--- config.mk ---
export PLATFORM = sky130hd
export DESIGN_NAME = madc_ctrl_regs
export DESIGN_NICKNAME = d
export VERILOG_FILES = /design/src/verilog/madc_ctrl_pkg.sv /design/src/verilog/madc_ctrl_regs.sv
export SDC_FILE = /design/constraint.sdc
export NUM_CORES = 1
export LEC_CHECK = 0
export BUFFER_PORTS_ARGS = -buffer_cell sky130_fd_sc_hd__buf_2
export CORE_ASPECT_RATIO = 0.5
export CORE_UTILIZATION = 51
export DETAILED_ROUTE_END_ITERATION = 6
export GPL_TIMING_DRIVEN = 0
export PLACE_DENSITY = 0.8
export SYNTH_ARGS = -nofsm -noshare
export SYNTH_HDL_FRONTEND = slang
export SYNTH_SLANG_ARGS = --single-unit
--- constraint.sdc ---
create_clock -name clk_sys -period 4.9 [get_ports clk_sys]
set_input_delay 0.245 -clock clk_sys [delete_from_list [all_inputs] [get_ports clk_sys]]
set_output_delay 0.245 -clock clk_sys [all_outputs]
set_load 0.01 [all_outputs]
--- src/verilog/madc_ctrl_pkg.sv ---
// constants for the mono adc control register bank
package madc_ctrl_pkg;
    // register addresses (5-bit)
    localparam logic [4:0] ADDR_POWER = 5'h10;
    localparam logic [4:0] ADDR_PLL = 5'h11;
    localparam logic [4:0] ADDR_SIGNAL = 5'h12;
    localparam logic [4:0] ADDR_MICGAIN = 5'h13;
    localparam logic [4:0] ADDR_FORMAT = 5'h14;
    localparam logic [4:0] ADDR_RATE = 5'h15;
    localparam logic [4:0] ADDR_CLKOUT = 5'h16;
    localparam logic [4:0] ADDR_VOLUME = 5'h18;
    localparam logic [4:0] ADDR_TIMER = 5'h1a;
    localparam logic [4:0] ADDR_LVLREF = 5'h1b;
    localparam logic [4:0] ADDR_LVLMODE = 5'h1c;
    localparam logic [4:0] ADDR_UNLOCK = 5'h1d;
    localparam logic [4:0] ADDR_EXTMODE = 5'h1e;
    // writable bit masks; fixed bits read as their documented constants
    localparam logic [7:0] MASK_POWER = 8'h05;
    localparam logic [7:0] MASK_PLL = 8'h3f;
    localparam logic [7:0] MASK_SIGNAL = 8'h15;
    localparam logic [7:0] MASK_MICGAIN = 8'h03;
    localparam logic [7:0] MASK_FORMAT = 8'h0f;
    localparam logic [7:0] FIXED_FORMAT = 8'h20;
    localparam logic [7:0] MASK_CLKOUT = 8'h0f;
    localparam logic [7:0] MASK_TIMER = 8'h0f;
    localparam logic [7:0] MASK_UNLOCK = 8'hf0;
    localparam logic [7:0] MASK_EXTMODE = 8'h02;
    // reset values
    localparam logic [7:0] RST_POWER = 8'h00;
    localparam logic [7:0] RST_PLL = 8'h24;
    localparam logic [7:0] RST_SIGNAL = 8'h00;
    localparam logic [7:0] RST_MICGAIN = 8'h01;
    localparam logic [7:0] RST_FORMAT = 8'h23;
    localparam logic [7:0] RST_RATE = 8'h1f;
    localparam logic [7:0] RST_CLKOUT = 8'h00;
    localparam logic [7:0] RST_VOLUME = 8'h91;
    localparam logic [7:0] RST_TIMER = 8'h00;
    localparam logic [7:0] RST_LVLREF = 8'he1;
    localparam logic [7:0] RST_LVLMODE = 8'h00;
    localparam logic [7:0] RST_UNLOCK = 8'ha0;
    localparam logic [7:0] RST_EXTMODE = 8'h00;
    // field positions
    localparam int BIT_ADC_PWR = 0;
    localparam int BIT_REF_PWR = 2;
    localparam int BIT_PLL_PWR = 0;
    localparam int BIT_MASTER = 1;
    localparam int POS_PLL_REF = 2;
    localparam int BIT_SRC = 0;
    localparam int BIT_DIFF = 2;
    localparam int BIT_MICB = 4;
    localparam int BIT_BCKPOL = 2;
    localparam int BIT_FSPHASE = 3;
    localparam int POS_HPF = 6;
    localparam int POS_BCKRATE = 4;
    localparam int BIT_CLKOE = 2;
    localparam int BIT_BYPASS = 3;
    localparam int BIT_EXTM = 1;
    localparam int BIT_ALC = 7;
    localparam int BIT_ZCDIS = 6;
    localparam int POS_KEY = 4;
    localparam logic [3:0] KEY_OPEN = 4'h5;
    // serial frame: 2 chip address, 1 write, 5 address, 8 data
    localparam int FRAME_BITS = 16;
    localparam logic [1:0] CHIP_ADDR = 2'h2;
    // initialization cycle lengths in sample periods, per highpass setting
    localparam int INIT_FS_00 = 3088;
    localparam int INIT_FS_01 = 1552;
    localparam int INIT_FS_10 = 784;
endpackage : madc_ctrl_pkg

--- src/verilog/madc_ctrl_regs.sv ---
// control register bank of the mono adc with its 3-wire serial write port
//
// What this block does
// - adc power rising starts init cycle
// - power-down pin resets and powers off
// - each power bit gates its block
// - pll power bit selects pll mode
// - master select bit, default slave
// - pll reference field resets to 1001
// - input source and type select bits
// - mic bias pin high-z unless enabled
// - mic gain resets to 01
// - audio format resets to 11
// - bit clock polarity in dsp mode
// - frame sync phase in dsp mode
// - rate field resets to 1111
// - bit clock out rate resets 01
// - highpass field sets init length
// - clock output low unless enabled
// - input volume resets to 91h
// - level timers reset to 00
// - zero-cross disable and level enable
// - mode register writable only under key
// - sixteen-bit msb-first frame latched on 16th
`timescale 1ns/1ps
module madc_ctrl_regs (
    input wire logic clk_sys,
    input wire logic reset_n,
    input wire logic control_select_n,
    input wire logic control_serial_clock,
    input wire logic control_serial_data_in,
    input wire logic sampleTick,
    output logic adcPathPower,
    output logic commonRefPower,
    output logic pllPower,
    output logic masterSelect,
    output logic [3:0] pllRefSelect,
    output logic inputSourceSelect,
    output logic inputTypeSelect,
    output logic micBiasPower,
    output logic [1:0] micAmpGain,
    output logic [1:0] audioFormatSelect,
    output logic bitClockPolarity,
    output logic frameSyncPhase,
    output logic [3:0] sampleRateSelect,
    output logic [1:0] bitClockOutRate,
    output logic [1:0] highpassCutoffSelect,
    output logic clkOutEnable,
    output logic [1:0] clkOutDivider,
    output logic bypassSelect,
    output logic [7:0] inputVolumeLevel,
    output logic [1:0] recoveryWaitSelect,
    output logic [1:0] zeroCrossTimeoutSelect,
    output logic [7:0] recoveryReferenceLevel,
    output logic [7:0] levelModeBits,
    output logic autoLevelEnable,
    output logic limiterZeroCrossDisable,
    output logic [3:0] extMasterUnlockKey,
    output logic extMasterSelect,
    output logic allPowerDown,
    output logic adcDataValid,
    output logic initBusy
);
    typedef struct packed {
        // pin synchronisers and the frame shifter
        logic [2:0] csSync;
        logic [2:0] sclkSync;
        logic [1:0] sdiSync;
        logic [4:0] bitCount;
        logic [15:0] shiftReg;
        // register images, one byte per address
        logic [7:0] power;
        logic [7:0] pll;
        logic [7:0] signal;
        logic [7:0] micGain;
        logic [7:0] format;
        logic [7:0] rate;
        logic [7:0] clkOut;
        logic [7:0] volume;
        logic [7:0] timer;
        logic [7:0] lvlRef;
        logic [7:0] lvlMode;
        logic [7:0] unlock;
        logic [7:0] extMode;
        // init cycle tracking
        logic adcPwrLast;
        logic [11:0] initCount;
        logic initRun;
        logic dataValid;
    } madc_state_t;

    madc_state_t st;
    madc_state_t next_st;
    logic [1:0] rstSync;
    logic rstN;
    logic sclkRise;
    logic csLow;
    logic [15:0] frameWord;
    logic frameDone;
    logic [4:0] wrAddr;
    logic [7:0] wrData;

    // init cycle length in sample periods for a highpass setting
    function automatic logic [11:0] madc_init_len(input logic [1:0] hpf);
        logic [11:0] len;
        len = 12'(madc_ctrl_pkg::INIT_FS_00);
        unique case (hpf)
            2'h0: len = 12'(madc_ctrl_pkg::INIT_FS_00);
            2'h1: len = 12'(madc_ctrl_pkg::INIT_FS_01);
            2'h2: len = 12'(madc_ctrl_pkg::INIT_FS_10);
            2'h3: len = 12'(madc_ctrl_pkg::INIT_FS_00); // setting not allowed; longest is safe
        endcase
        return len;
    endfunction : madc_init_len

    // masked write keeping fixed bits at their constant values
    function automatic logic [7:0] madc_merge(input logic [7:0] d, input logic [7:0] m,
                                              input logic [7:0] fixed);
        return (d & m) | (fixed & ~m);
    endfunction : madc_merge

    // power-down pin release through two flops; asserts at once
    always_ff @(posedge clk_sys or negedge reset_n) begin
        if (!reset_n) begin
            rstSync <= 2'h0;
        end else begin
            rstSync <= {rstSync[0], 1'b1};
        end
    end
    assign rstN = rstSync[1];

    // serial pins only looked at after the second sync stage
    assign sclkRise = st.sclkSync[1] & ~st.sclkSync[2];
    assign csLow = ~st.csSync[1];
    assign frameWord = {st.shiftReg[14:0], st.sdiSync[1]};
    assign frameDone = sclkRise && csLow && (st.bitCount == 5'(madc_ctrl_pkg::FRAME_BITS - 1));
    assign wrAddr = frameWord[12:8];
    assign wrData = frameWord[7:0];

    always_comb begin
        next_st = st;
        next_st.csSync = {st.csSync[1:0], control_select_n};
        next_st.sclkSync = {st.sclkSync[1:0], control_serial_clock};
        next_st.sdiSync = {st.sdiSync[0], control_serial_data_in};
        // frame shifter: bits in msb first, restart whenever select is high
        if (!csLow) begin
            next_st.bitCount = 5'h0;
        end else if (sclkRise && st.bitCount < 5'(madc_ctrl_pkg::FRAME_BITS)) begin
            // count stops at a full frame so trailing clocks cannot wrap it
            next_st.shiftReg = frameWord;
            next_st.bitCount = st.bitCount + 5'h1;
        end

        // latch on the 16th rising edge if chip address and write bit match
        if (frameDone && frameWord[15:14] == madc_ctrl_pkg::CHIP_ADDR && frameWord[13]) begin
            unique case (wrAddr)
                madc_ctrl_pkg::ADDR_POWER:
                    next_st.power = madc_merge(wrData, madc_ctrl_pkg::MASK_POWER, 8'h00);
                madc_ctrl_pkg::ADDR_PLL:
                    next_st.pll = madc_merge(wrData, madc_ctrl_pkg::MASK_PLL, 8'h00);
                madc_ctrl_pkg::ADDR_SIGNAL:
                    next_st.signal = madc_merge(wrData, madc_ctrl_pkg::MASK_SIGNAL, 8'h00);
                madc_ctrl_pkg::ADDR_MICGAIN:
                    next_st.micGain = madc_merge(wrData, madc_ctrl_pkg::MASK_MICGAIN, 8'h00);
                madc_ctrl_pkg::ADDR_FORMAT:
                    next_st.format = madc_merge(wrData, madc_ctrl_pkg::MASK_FORMAT,
                                                madc_ctrl_pkg::FIXED_FORMAT);
                madc_ctrl_pkg::ADDR_RATE:
                    next_st.rate = wrData;
                madc_ctrl_pkg::ADDR_CLKOUT:
                    next_st.clkOut = madc_merge(wrData, madc_ctrl_pkg::MASK_CLKOUT, 8'h00);
                madc_ctrl_pkg::ADDR_VOLUME:
                    next_st.volume = wrData;
                madc_ctrl_pkg::ADDR_TIMER:
                    next_st.timer = madc_merge(wrData, madc_ctrl_pkg::MASK_TIMER, 8'h00);
                madc_ctrl_pkg::ADDR_LVLREF:
                    next_st.lvlRef = wrData;
                madc_ctrl_pkg::ADDR_LVLMODE:
                    next_st.lvlMode = wrData;
                madc_ctrl_pkg::ADDR_UNLOCK:
                    next_st.unlock = madc_merge(wrData, madc_ctrl_pkg::MASK_UNLOCK, 8'h00);
                madc_ctrl_pkg::ADDR_EXTMODE: begin
                    // locked writes vanish, stored value stays
                    if (st.unlock[7:4] == madc_ctrl_pkg::KEY_OPEN) begin
                        next_st.extMode = madc_merge(wrData, madc_ctrl_pkg::MASK_EXTMODE, 8'h00);
                    end
                end
                default: ; // unmapped addresses must not be written; ignored
            endcase
        end

        // init cycle counts sample ticks after adc power rises
        next_st.adcPwrLast = st.power[madc_ctrl_pkg::BIT_ADC_PWR];
        if (!st.power[madc_ctrl_pkg::BIT_ADC_PWR]) begin
            next_st.initRun = 1'b0;
            next_st.dataValid = 1'b0;
            next_st.initCount = 12'h0;
        end else if (!st.adcPwrLast) begin
            next_st.initRun = 1'b1;
            next_st.initCount = madc_init_len(st.rate[7:6]);
        end else if (st.initRun && sampleTick) begin
            next_st.initCount = st.initCount - 12'h1;
            if (st.initCount == 12'h1) begin
                next_st.initRun = 1'b0;
                next_st.dataValid = 1'b1;
            end
        end
    end

    // whole state; reset returns every register to default
    always_ff @(posedge clk_sys or negedge rstN) begin
        if (!rstN) begin
            st <= '0;
            st.csSync <= 3'h7;
            st.sclkSync <= 3'h7; // idle clock is high: no false edge after reset
            st.power <= madc_ctrl_pkg::RST_POWER;
            st.pll <= madc_ctrl_pkg::RST_PLL;
            st.signal <= madc_ctrl_pkg::RST_SIGNAL;
            st.micGain <= madc_ctrl_pkg::RST_MICGAIN;
            st.format <= madc_ctrl_pkg::RST_FORMAT;
            st.rate <= madc_ctrl_pkg::RST_RATE;
            st.clkOut <= madc_ctrl_pkg::RST_CLKOUT;
            st.volume <= madc_ctrl_pkg::RST_VOLUME;
            st.timer <= madc_ctrl_pkg::RST_TIMER;
            st.lvlRef <= madc_ctrl_pkg::RST_LVLREF;
            st.lvlMode <= madc_ctrl_pkg::RST_LVLMODE;
            st.unlock <= madc_ctrl_pkg::RST_UNLOCK;
            st.extMode <= madc_ctrl_pkg::RST_EXTMODE;
        end else begin
            st <= next_st;
        end
    end

    // decoded outputs registered once more so every port leaves a flop;
    // block enables drop to zero with the pin as well
    always_ff @(posedge clk_sys or negedge rstN) begin
        if (!rstN) begin
            adcPathPower <= 1'b0;
            commonRefPower <= 1'b0;
            pllPower <= 1'b0;
            masterSelect <= 1'b0;
            pllRefSelect <= 4'h9;
            inputSourceSelect <= 1'b0;
            inputTypeSelect <= 1'b0;
            micBiasPower <= 1'b0;
            micAmpGain <= 2'h1;
            audioFormatSelect <= 2'h3;
            bitClockPolarity <= 1'b0;
            frameSyncPhase <= 1'b0;
            sampleRateSelect <= 4'hf;
            bitClockOutRate <= 2'h1;
            highpassCutoffSelect <= 2'h0;
            clkOutEnable <= 1'b0;
            clkOutDivider <= 2'h0;
            bypassSelect <= 1'b0;
            inputVolumeLevel <= 8'h91;
            recoveryWaitSelect <= 2'h0;
            zeroCrossTimeoutSelect <= 2'h0;
            recoveryReferenceLevel <= 8'he1;
            levelModeBits <= 8'h00;
            autoLevelEnable <= 1'b0;
            limiterZeroCrossDisable <= 1'b0;
            extMasterUnlockKey <= 4'ha;
            extMasterSelect <= 1'b0;
            allPowerDown <= 1'b1;
            adcDataValid <= 1'b0;
            initBusy <= 1'b0;
        end else begin
            // power, clock mode and input path fields
            adcPathPower <= st.power[madc_ctrl_pkg::BIT_ADC_PWR];
            commonRefPower <= st.power[madc_ctrl_pkg::BIT_REF_PWR];
            pllPower <= st.pll[madc_ctrl_pkg::BIT_PLL_PWR];
            masterSelect <= st.pll[madc_ctrl_pkg::BIT_MASTER];
            pllRefSelect <= st.pll[madc_ctrl_pkg::POS_PLL_REF +: 4];
            inputSourceSelect <= st.signal[madc_ctrl_pkg::BIT_SRC];
            inputTypeSelect <= st.signal[madc_ctrl_pkg::BIT_DIFF];
            micBiasPower <= st.signal[madc_ctrl_pkg::BIT_MICB];
            micAmpGain <= st.micGain[1:0];
            audioFormatSelect <= st.format[1:0];
            bitClockPolarity <= st.format[madc_ctrl_pkg::BIT_BCKPOL];
            frameSyncPhase <= st.format[madc_ctrl_pkg::BIT_FSPHASE];
            sampleRateSelect <= st.rate[3:0];
            bitClockOutRate <= st.rate[madc_ctrl_pkg::POS_BCKRATE +: 2];
            highpassCutoffSelect <= st.rate[madc_ctrl_pkg::POS_HPF +: 2];
            clkOutEnable <= st.clkOut[madc_ctrl_pkg::BIT_CLKOE];
            clkOutDivider <= st.clkOut[1:0];
            bypassSelect <= st.clkOut[madc_ctrl_pkg::BIT_BYPASS];
            // volume, level control and mode key, as stored
            inputVolumeLevel <= st.volume;
            recoveryWaitSelect <= st.timer[1:0];
            zeroCrossTimeoutSelect <= st.timer[3:2];
            recoveryReferenceLevel <= st.lvlRef;
            levelModeBits <= st.lvlMode;
            autoLevelEnable <= st.lvlMode[madc_ctrl_pkg::BIT_ALC];
            limiterZeroCrossDisable <= st.lvlMode[madc_ctrl_pkg::BIT_ZCDIS];
            extMasterUnlockKey <= st.unlock[madc_ctrl_pkg::POS_KEY +: 4];
            extMasterSelect <= st.extMode[madc_ctrl_pkg::BIT_EXTM];
            // registers keep their contents in this state
            allPowerDown <= ~(st.power[madc_ctrl_pkg::BIT_REF_PWR]
                | st.power[madc_ctrl_pkg::BIT_ADC_PWR]
                | st.pll[madc_ctrl_pkg::BIT_PLL_PWR]
                | st.clkOut[madc_ctrl_pkg::BIT_CLKOE]);
            adcDataValid <= st.dataValid;
            initBusy <= st.initRun;
        end
    end
endmodule : madc_ctrl_regs
# Word level (Yosys, flattened, before mapping)
# Index checks and enable logic that the tools add are counted.
[op_classes] add_sub_neg=2 n_mux=8 bitwise_logic=7 n_eq_ne=25 n_lt_le_gt_ge=1 n_reduce_logical=25
[op_table] op="== test 5 bit (second input constant)" n=13
[op_table] op="one-hot mux 12 bit (3 select lines)" n=1
[op_table] op="2-to-1 mux 14 bit" n=2
[op_table] op="AND reduction 2 bit" n=14
[op_table] op="2-to-1 mux 21 bit" n=1
[op_table] op="2-to-1 mux 13 bit" n=1
[op_table] op="== test 12 x 1 -> 1 bit (second input constant)" n=1
[op_table] op="subtractor 12 x 1 -> 12 bit (second input constant)" n=1
[op_table] op="== test 2 bit (second input constant)" n=3
[op_table] op="logical AND 1 bit" n=6
[op_table] op="inequality test 3 x 2 -> 1 bit (second input constant)" n=2
[op_table] op="AND reduction 3 bit" n=2
[op_table] op="adder 5 x 1 -> 5 bit (second input constant)" n=1
[op_table] op="== test 5 x 4 -> 1 bit (second input constant)" n=1
[op_table] op="less-than comparator 5 bit (second input constant)" n=1
[op_table] op="2-to-1 mux 5 bit" n=1
[op_table] op="== test 4 x 3 -> 1 bit (second input constant)" n=1
[op_table] op="inequality test 2 x 1 -> 1 bit (second input constant)" n=2
[op_table] op="inverter 1 bit" n=3
[op_table] op="OR 1 bit" n=3
[op_table] op="== test 2 x 1 -> 1 bit (second input constant)" n=1
[op_table] op="zero test 2 bit" n=1
[op_table] op="2-to-1 mux 2 bit" n=1
[op_table] op="inequality test 2 bit (second input constant)" n=1
[op_table] op="4 further kinds" n=4
[word_totals] wordCells=120 out_inout_bits=67 input_bits=6 regBits=173

# Logic depth before layout (Yosys ltp)
# Gate-level depths: netlist (run 1).
[logic_depth] depth_word=7 mapped_depth=8 ltp_nobuf=7

# Worst setup path after synthesis (run 1)
# OpenSTA, ideal clock, no wires.
[synth_path] path_type="register to register" startpoint="register st[135] in the netlist's numbering" endpoint="register st[56] in the netlist's numbering" required_time_ps=4775 path_slack_ps=2786 arrival_ps=1989 setup_ps=125 path_buffers=1 synth_period_minus_slack_ps=2114 stages_incl_launch_ff=9 path_cell_list="dfrtp_1 ha_1 and3_1 ha_1 nand4b_1 and4bb_2 buf_2 nand3_1 mux2_2"
[synth_via] elab_chain_cells=5
[synth_lines] element="start: declaration" line="madc_ctrl_regs.sv:92" rtl="madc_state_t st;"
[synth_lines] element="start signal: assignment" line="madc_ctrl_regs.sv:230" rtl="st <= next_st;"
[synth_lines] element="== test 5 x 4 -> 1 bit" line="madc_ctrl_regs.sv:136" rtl="assign frameDone = sclkRise && csLow && (st.bitCount == 5'(madc_ctrl_pkg::FRAME_BITS - 1));"
[synth_lines] element="logical AND 1 bit" line="madc_ctrl_regs.sv:136"
[synth_lines] element="logical AND 1 bit (2 in series)" line="madc_ctrl_regs.sv:155" rtl="if (frameDone && frameWord[15:14] == madc_ctrl_pkg::CHIP_ADDR && frameWord[13]) begin"
[synth_lines] element="AND reduction 2 bit (no source line)"
# No other way between the ends.
# A chain may end at the register's enable or synchronous reset.

# Worst setup path after layout (run 1)
[layout_path] startpoint="register st[135] in the netlist's numbering" endpoint="register st[61] in the netlist's numbering"
# Same word-level chain as after synthesis.

==> reports/qor.csv, run 1 <==
metric,value,unit
die_height,78.3,µm
ys_types,43,
hpwlAfterDp,6560,µm
tightestPinTransition,0.889,ns
reg2reg_from,st[135]$_DFFE_PN0P_,
synth-edff-count,0,
ys_ff_latch,170,
placementRows,27,
maxUsedRoutingLayer,met4,
cp.required,5.20,ns
hold_start,sampleTick,
h-tree-depth,4,
die_w,155,µm
worst_r2r_path_depth,8,
grt_max_degree,69,
r2r_slack,2.42,ns
coreArea,11100,µm²
met2_length,5170,µm
clk_pin_slew,0.06,ns
yosys.area.top_type,dfrtp_1,
syn_inst,362,
synth_area_leaders,"dfrtp_1, dfstp_2, mux2_2, ha_1, xor2_1",
grt_overflow,0,
cts_tree,built,
syn_area_per_cell,16.4,µm²
cp-end-kind,flop,
yosysTopAreaCellShare,0.531,
worstHoldPathCells,2,
post-route-period-util,0.506,
grt_pass1_vias,3219,
grt_pass1_wl,16500,µm
dr.pass1.iters,4,
async_flop_share,1.00,
final_nets,471,
finalHoldViolCount,0,
drv_cap,0,
dr_wl_met3,372,µm
antenna_found_initial,0,
post_route_cells_drive_above_1_share,0.506,
slowest_stage,mux2_2,
gp_congestion,0.824,
finalMaxSlewViolations,0,
max_freq,403,MHz
initial_core_util,0.533,
crit_chain,ha_1 -> and3_1 -> ha_1 -> nand4b_1 -> and4bb_2 -> buf_2 -> nand3_1 -> mux2_2,
synth_flop_cell,dfrtp_1,
num_vias,3200,
pin_count,73,
clk_latency,0.42,ns
cp-start-kind,flop,
cts-root-buf,clkbuf_16,
setup_viol,0,
crit_fanout,10,
clkSinkCount,170,
p_per_area,406,nW/µm²
power_leakage,3.59,nW
dieArea,12100,µm²
viasPerCell,5.19,
power,2.90,mW
max-slew-margin-rel,0.408,
syn_area,5940,µm²
skew,0.00836,ns
final.setup.tns,0,ns
peakVddDrop,0.000218,V
cts_buffers,17,
worstSetupPathType,reg -> reg,
slowest_delay,0.43,ns
wl,10400,µm
cpMostUsedCell,ha_1,
diodes,0,
r2r-end,st[61]$_DFFE_PN0P_,
drt_iter0_drc,133,
n_fill_cell,791,
clk_path_buf_depth,2,
route.detailed.drc,0,
ys_seq_area_frac,0.726,
synth.net_count,374,
hold_path_end,st[3]$_DFFE_PN0P_,
routedLengthMet1,4710,µm
cts_setup_buffers,0,
wl_per_cell,16.9,µm
area.growth.synth_to_final,20.3,%
io_buffers,72,
antenna_left,0,
min_path_type,in -> reg,
grt_usage,0.185,
fin_crit,2.48,ns
yosysWarnings,0,
grt_setup_unrepaired,false,
arrival,2.78,ns
status,"complete, no violations",
stage by stage:
step	util	worst slack [ns]	std cells	cell area, µm²	hold slack (ns)
after floorplan	-	2.13	362	5940	-0.0506
after global placement	0.581	1.28	579	6480	0.0310
after detailed placement	0.587	2.41	581	6540	0.0338
after CTS	0.641	2.39	617	7150	0.0669
after global routing	0.641	2.23	617	7150	0.0912
final	0.641	2.42	617	7150	0.0883
power breakdown:
part	switching [mW]	total (mW)	internal, mW
Clock	0.561	1.27	0.712
Sequential	0.0701	1.51	1.44
Combinational	0.0729	0.120	0.0467
Total	0.704	2.90	2.20
critical path, delay by kind of cell, from the launching register on:
family,cells,cell delay (ns)
fa+ha+maj,2,0.30
buf+inv,1,0.22
flops,1,0.38
mux,1,0.43
simple gates,4,1.01
layout by cell type, fill, tap and decap left out, drive strengths merged, types with 2 or more instances in the layout:
| cell type | count |
|---|---|
| nor3 | 2 |
| nor3b | 2 |
| clkinvlp | 2 |
| and3 | 2 |
| clkbuf | 23 |
| o31ai | 2 |
| nand2 | 5 |
| nand4 | 4 |
| and4 | 2 |
| dfrtp | 126 |
| nand4b | 3 |
| dlygate4sd3 | 4 |
| nor2b | 7 |
| a21oi | 4 |
| a311oi | 2 |
| buf | 81 |
| clkinv | 6 |
| ha | 6 |
| inv | 10 |
| xor2 | 8 |
| and4bb | 2 |
| a211oi | 2 |
| mux2 | 77 |
| nor2 | 16 |
| dfstp | 44 |
| xnor2 | 3 |
| nor4 | 2 |
| nand3 | 13 |
registers in the layout, summed over array words and instances (netlist names), 2 cells and up:
name	count
st	81
pllRefSelect	4
zeroCrossTimeoutSelect	2
rstSync	2
recoveryReferenceLevel	8
audioFormatSelect	2
inputVolumeLevel	8
levelModeBits	7
next_st	6
extMasterUnlockKey	4
highpassCutoffSelect	2
micAmpGain	2
bitClockOutRate	2
clkOutDivider	2
sampleRateSelect	4
recoveryWaitSelect	2
frameWord	16
worst max-delay path by stage:
stage / startpoint / to / slack, ns / depth (start not counted)
4_1_cts: st[135]$_DFFE_PN0P_ / st[76]$_DFFE_PN0P_ / 2.39 / 8
5_1_grt: st[135]$_DFFE_PN0P_ / st[76]$_DFFE_PN0P_ / 2.23 / 8
3_5_place_dp: st[135]$_DFFE_PN0P_ / st[76]$_DFFE_PN0P_ / 2.41 / 8
2_1_floorplan: rstSync[1]$_DFF_PN0_ / adcDataValid$_DFF_PN0_ / 2.13 / 0
3_3_place_gp: rstSync[1]$_DFF_PN0_ / highpassCutoffSelect[0]$_DFF_PN0_ / 1.28 / 0
6_report: st[135]$_DFFE_PN0P_ / st[61]$_DFFE_PN0P_ / 2.42 / 8
layout make-up:
type / instances / area (µm²) / share of cell area
inverters: 5 / 18.8 / 0.00263
well taps: 145 / 181 / 0.0254
clock inverters: 14 / 139 / 0.0194
flip-flops and latches: 170 / 4310 / 0.603
multi-input cells: 175 / 1550 / 0.216
repair buffers: 78 / 455 / 0.0637
clock buffers: 18 / 429 / 0.0600
plain buffers: 12 / 66.3 / 0.00928
cells in the mapped netlist, drive strengths merged (2+ instances only):
library cell / n
inv: 5
a311oi: 2
and3: 2
dfstp: 44
a21oi: 4
nand4b: 3
nor2: 16
buf: 7
dfrtp: 126
nor4: 2
clkbuf: 5
a211oi: 2
xor2: 8
nor2b: 7
nor3: 2
o31ai: 2
and4bb: 2
nand4: 4
nor3b: 2
ha: 6
nand3: 13
and4: 2
xnor2: 3
mux2: 77
nand2: 5
what timing repair did:
action                                 CTS  global route
endpoints found under the hold margin    5             0
resized for setup                        0             0
hold buffers                             4             0
kinds of logic after synthesis:
| kind of cell | after synthesis | synth area share |
|---|---|---|
| flip-flops | 170 | 0.726 |
| multiplexers | 78 | 0.148 |
| AND/OR/NAND/NOR | 66 | 0.0678 |
| buffers and inverters | 17 | 0.0143 |
| AO/OA/AOI/OAI | 13 | 0.0152 |
| XOR/XNOR | 11 | 0.0162 |
| adder cells (fa/ha/maj) | 6 | 0.0126 |
| other | 1 | 0.000631 |
layer usage:
metal | vias to the layer above | GRT usage
met5 | - | 0
met4 | 0 | 0.0851
met3 | 14 | 0.0458
met2 | 74 | 0.298
met1 | 1657 | 0.241
li1 | 1455 | -
No activity file was read; power rests on OpenSTA's default activity.
==> run 2: changes to the inputs <==
ABC_AREA = 1   (was not set)
CORE_UTILIZATION = 52   (was 51)
PLACE_DENSITY = 0.81   (was 0.8)
clock period = 2.1 ns   (was 4.9 ns; I/O delays follow)
==> run 2 against run 1 <==
Die area rose by 0.93%. First-iteration DRC count rose by 94%. Clock power rose by 130%. Critical path depth rose by 1. Synthesized cell count rose by 47%. Critical path type unchanged. Critical endpoint is now st[113]$_DFFE_PN0P_.
==> reports/qor.csv, run 2 <==
metric,value,unit
status,"complete, no violations",
grt_overflow,0,
clk_latency,0.42,ns
syn_inst,532,
max-slew-margin-rel,0.498,
cts_resized,0,
cp-end-kind,flop,
yosys.area.top_type,dfrtp_1,
antenna_found_initial,0,
clk_path_buf_depth,2,
syn_area,6110,µm²
diodes,0,
finalHoldViolCount,0,
setup_viol,0,
wl_per_cell,14.2,µm
crit_fanout,10,
grt_pass1_vias,3914,
pin_count,73,
coreArea,11200,µm²
ys_ff_latch,170,
syn_area_per_cell,11.5,µm²
initial_core_util,0.545,
slowest_delay,0.38,ns
viasPerCell,4.99,
cts-root-buf,clkbuf_16,
yosysWarnings,0,
drt_iter0_drc,258,
ys_seq_area_frac,0.705,
cts_tree,built,
wl,11400,µm
grt_max_degree,76,
area.growth.synth_to_final,20.2,%
hpwlAfterDp,7480,µm
yosysTopAreaCellShare,0.516,
cp.required,2.37,ns
io_buffers,72,
n_fill_cell,842,
synth_common_cells,"nand2_1, dfrtp_1, o21ai_0",
slowest_stage,dfrtp_1,
arrival,2.11,ns
clkSinkCount,170,
fin_crit,1.84,ns
cp-start-kind,flop,
final_nets,642,
grt_pass1_wl,19000,µm
async_flop_share,1.00,
grt_usage,0.209,
grt_setup_unrepaired,false,
cts_buffers,17,
timing.hold.ws,0.147,ns
layout_commonest_cell,nand2_1,
synth-edff-count,0,
die_height,78.7,µm
gp_congestion,0.875,
regMostFlops,st,
final_cell_count_no_fill,802,
peakVddDrop,0.000539,V
cts_setup_buffers,0,
synth.net_count,544,
hold_buffers,5,
post_route_cells_drive_above_1_share,0.303,
final_util,0.655,
min_path_type,in -> reg,
dr.pass1.iters,5,
placementRows,27,
route.detailed.drc,0,
finalMaxSlewViolations,0,
r2r_slack,0.26,ns
tightestPinTransition,0.752,ns
power_leakage,3.60,nW
mostFrequentLayoutCells,"nand2_1, dfrtp_1, buf_2",
cpMostUsedCell,ha_1,
dieArea,12200,µm²
max_freq,544,MHz
yosys.cell_count.top_type,nand2_1,
post-route-period-util,0.876,
h-tree-depth,4,
antenna_left,0,
die_w,155,µm
crit_chain,ha_1 -> and3_1 -> ha_1 -> nand3_2 -> nor2_4 -> buf_6 -> nand4_1 -> nand2_1 -> o21ai_0,
num_vias,3999,
placed_cells,765,
drv_cap,0,
p_per_area,905,nW/µm²
ys_types,29,
skew,0.00975,ns
synth_area_leaders,"dfrtp_1, dfstp_2, nand2_1, o21ai_0, o21ai_2",
worstSetupPathType,reg -> reg,
largest_register_ffs,81,
synth_flop_cell,dfrtp_1,
clk_pin_slew,0.06,ns
[run 2: cell types whose count changed after synthesis, moves of 9 or more]
cell     previous run  this run
nand2_1             5       129
mux2_2             77         0
o21ai_0             0        61
inv_1               5        43
o21ai_2             0        23
nor3_1              2        11
[run 2: cells by family after synthesis]
kind of cell,Yosys count,synth area share
adders and majority gates,6,0.0123
xor gates and xnor gates,1,0.00143
AOI/OAI and AO/OA,103,0.0995
other,1,0.000613
buffers and inverters,60,0.0467
DFF,170,0.705
and+or+nand+nor,191,0.135
[run 2: metrics by stage]
step                      total power [mW]  setup slack [ns]  TNS [ns]  instance area [µm²]
after floorplan                       3.61             0.367         0                 6120
after global placement                3.71            -0.128    -14.59                 6680
after detailed placement              3.74             0.251         0                 6730
after CTS                             6.70             0.245         0                 7350
after global routing                  6.89           0.00973         0                 7350
final                                 6.65             0.261         0                 7350
[run 2: final timing paths]
kind | to | start | cells after the start
min in group asynchronous | st[37]$_DFFE_PN0P_ | rstSync[1]$_DFF_PN0_ | 0
setup reg to reg | st[113]$_DFFE_PN0P_ | st[135]$_DFFE_PN0P_ | 9
setup / recovery | st[113]$_DFFE_PN0P_ | st[135]$_DFFE_PN0P_ | 9
max in group asynchronous | sampleRateSelect[3]$_DFF_PN1_ | rstSync[1]$_DFF_PN0_ | 1
hold reg to reg | st[37]$_DFFE_PN0P_ | rstSync[1]$_DFF_PN0_ | 0
hold / removal | st[10]$_DFFE_PN0P_ | sampleTick | 4
[run 2: critical path: cells and delay by family (launching register included)]
kind / cells / cell delay [ns]
buffers and inverters: 1 / 0.17
DFF: 1 / 0.38
AOI/OAI and AO/OA: 1 / 0.07
adders and majority gates: 2 / 0.35
and+or+nand+nor: 5 / 0.70
[run 2: routing by layer]
metal | up-vias | routed length (µm) | global-route usage
met5 | - | 0 | 0
li1 | 1921 | - | -
met2 | 91 | 5590 | 0.346
met1 | 1965 | 5040 | 0.265
met4 | 0 | 204 | 0.0755
met3 | 22 | 550 | 0.0585
[run 2: layout make-up]
class	instances	area, µm²	share of cell area
Inverter	45	169	0.0230
Clock buffer	17	425	0.0579
Sequential cell	170	4310	0.587
Multi-Input combinational cell	302	1520	0.207
Timing Repair Buffer	79	465	0.0634
Tap cell	159	199	0.0271
Buffer	15	116	0.0158
Clock inverter	15	140	0.0191
[run 2: power breakdown]
group	switching [mW]	internal, mW	leakage, nW
registers	0.0433	3.34	2.20
logic	0.244	0.0576	1.13
clock network	1.31	1.65	0.273
total	1.60	5.05	3.60
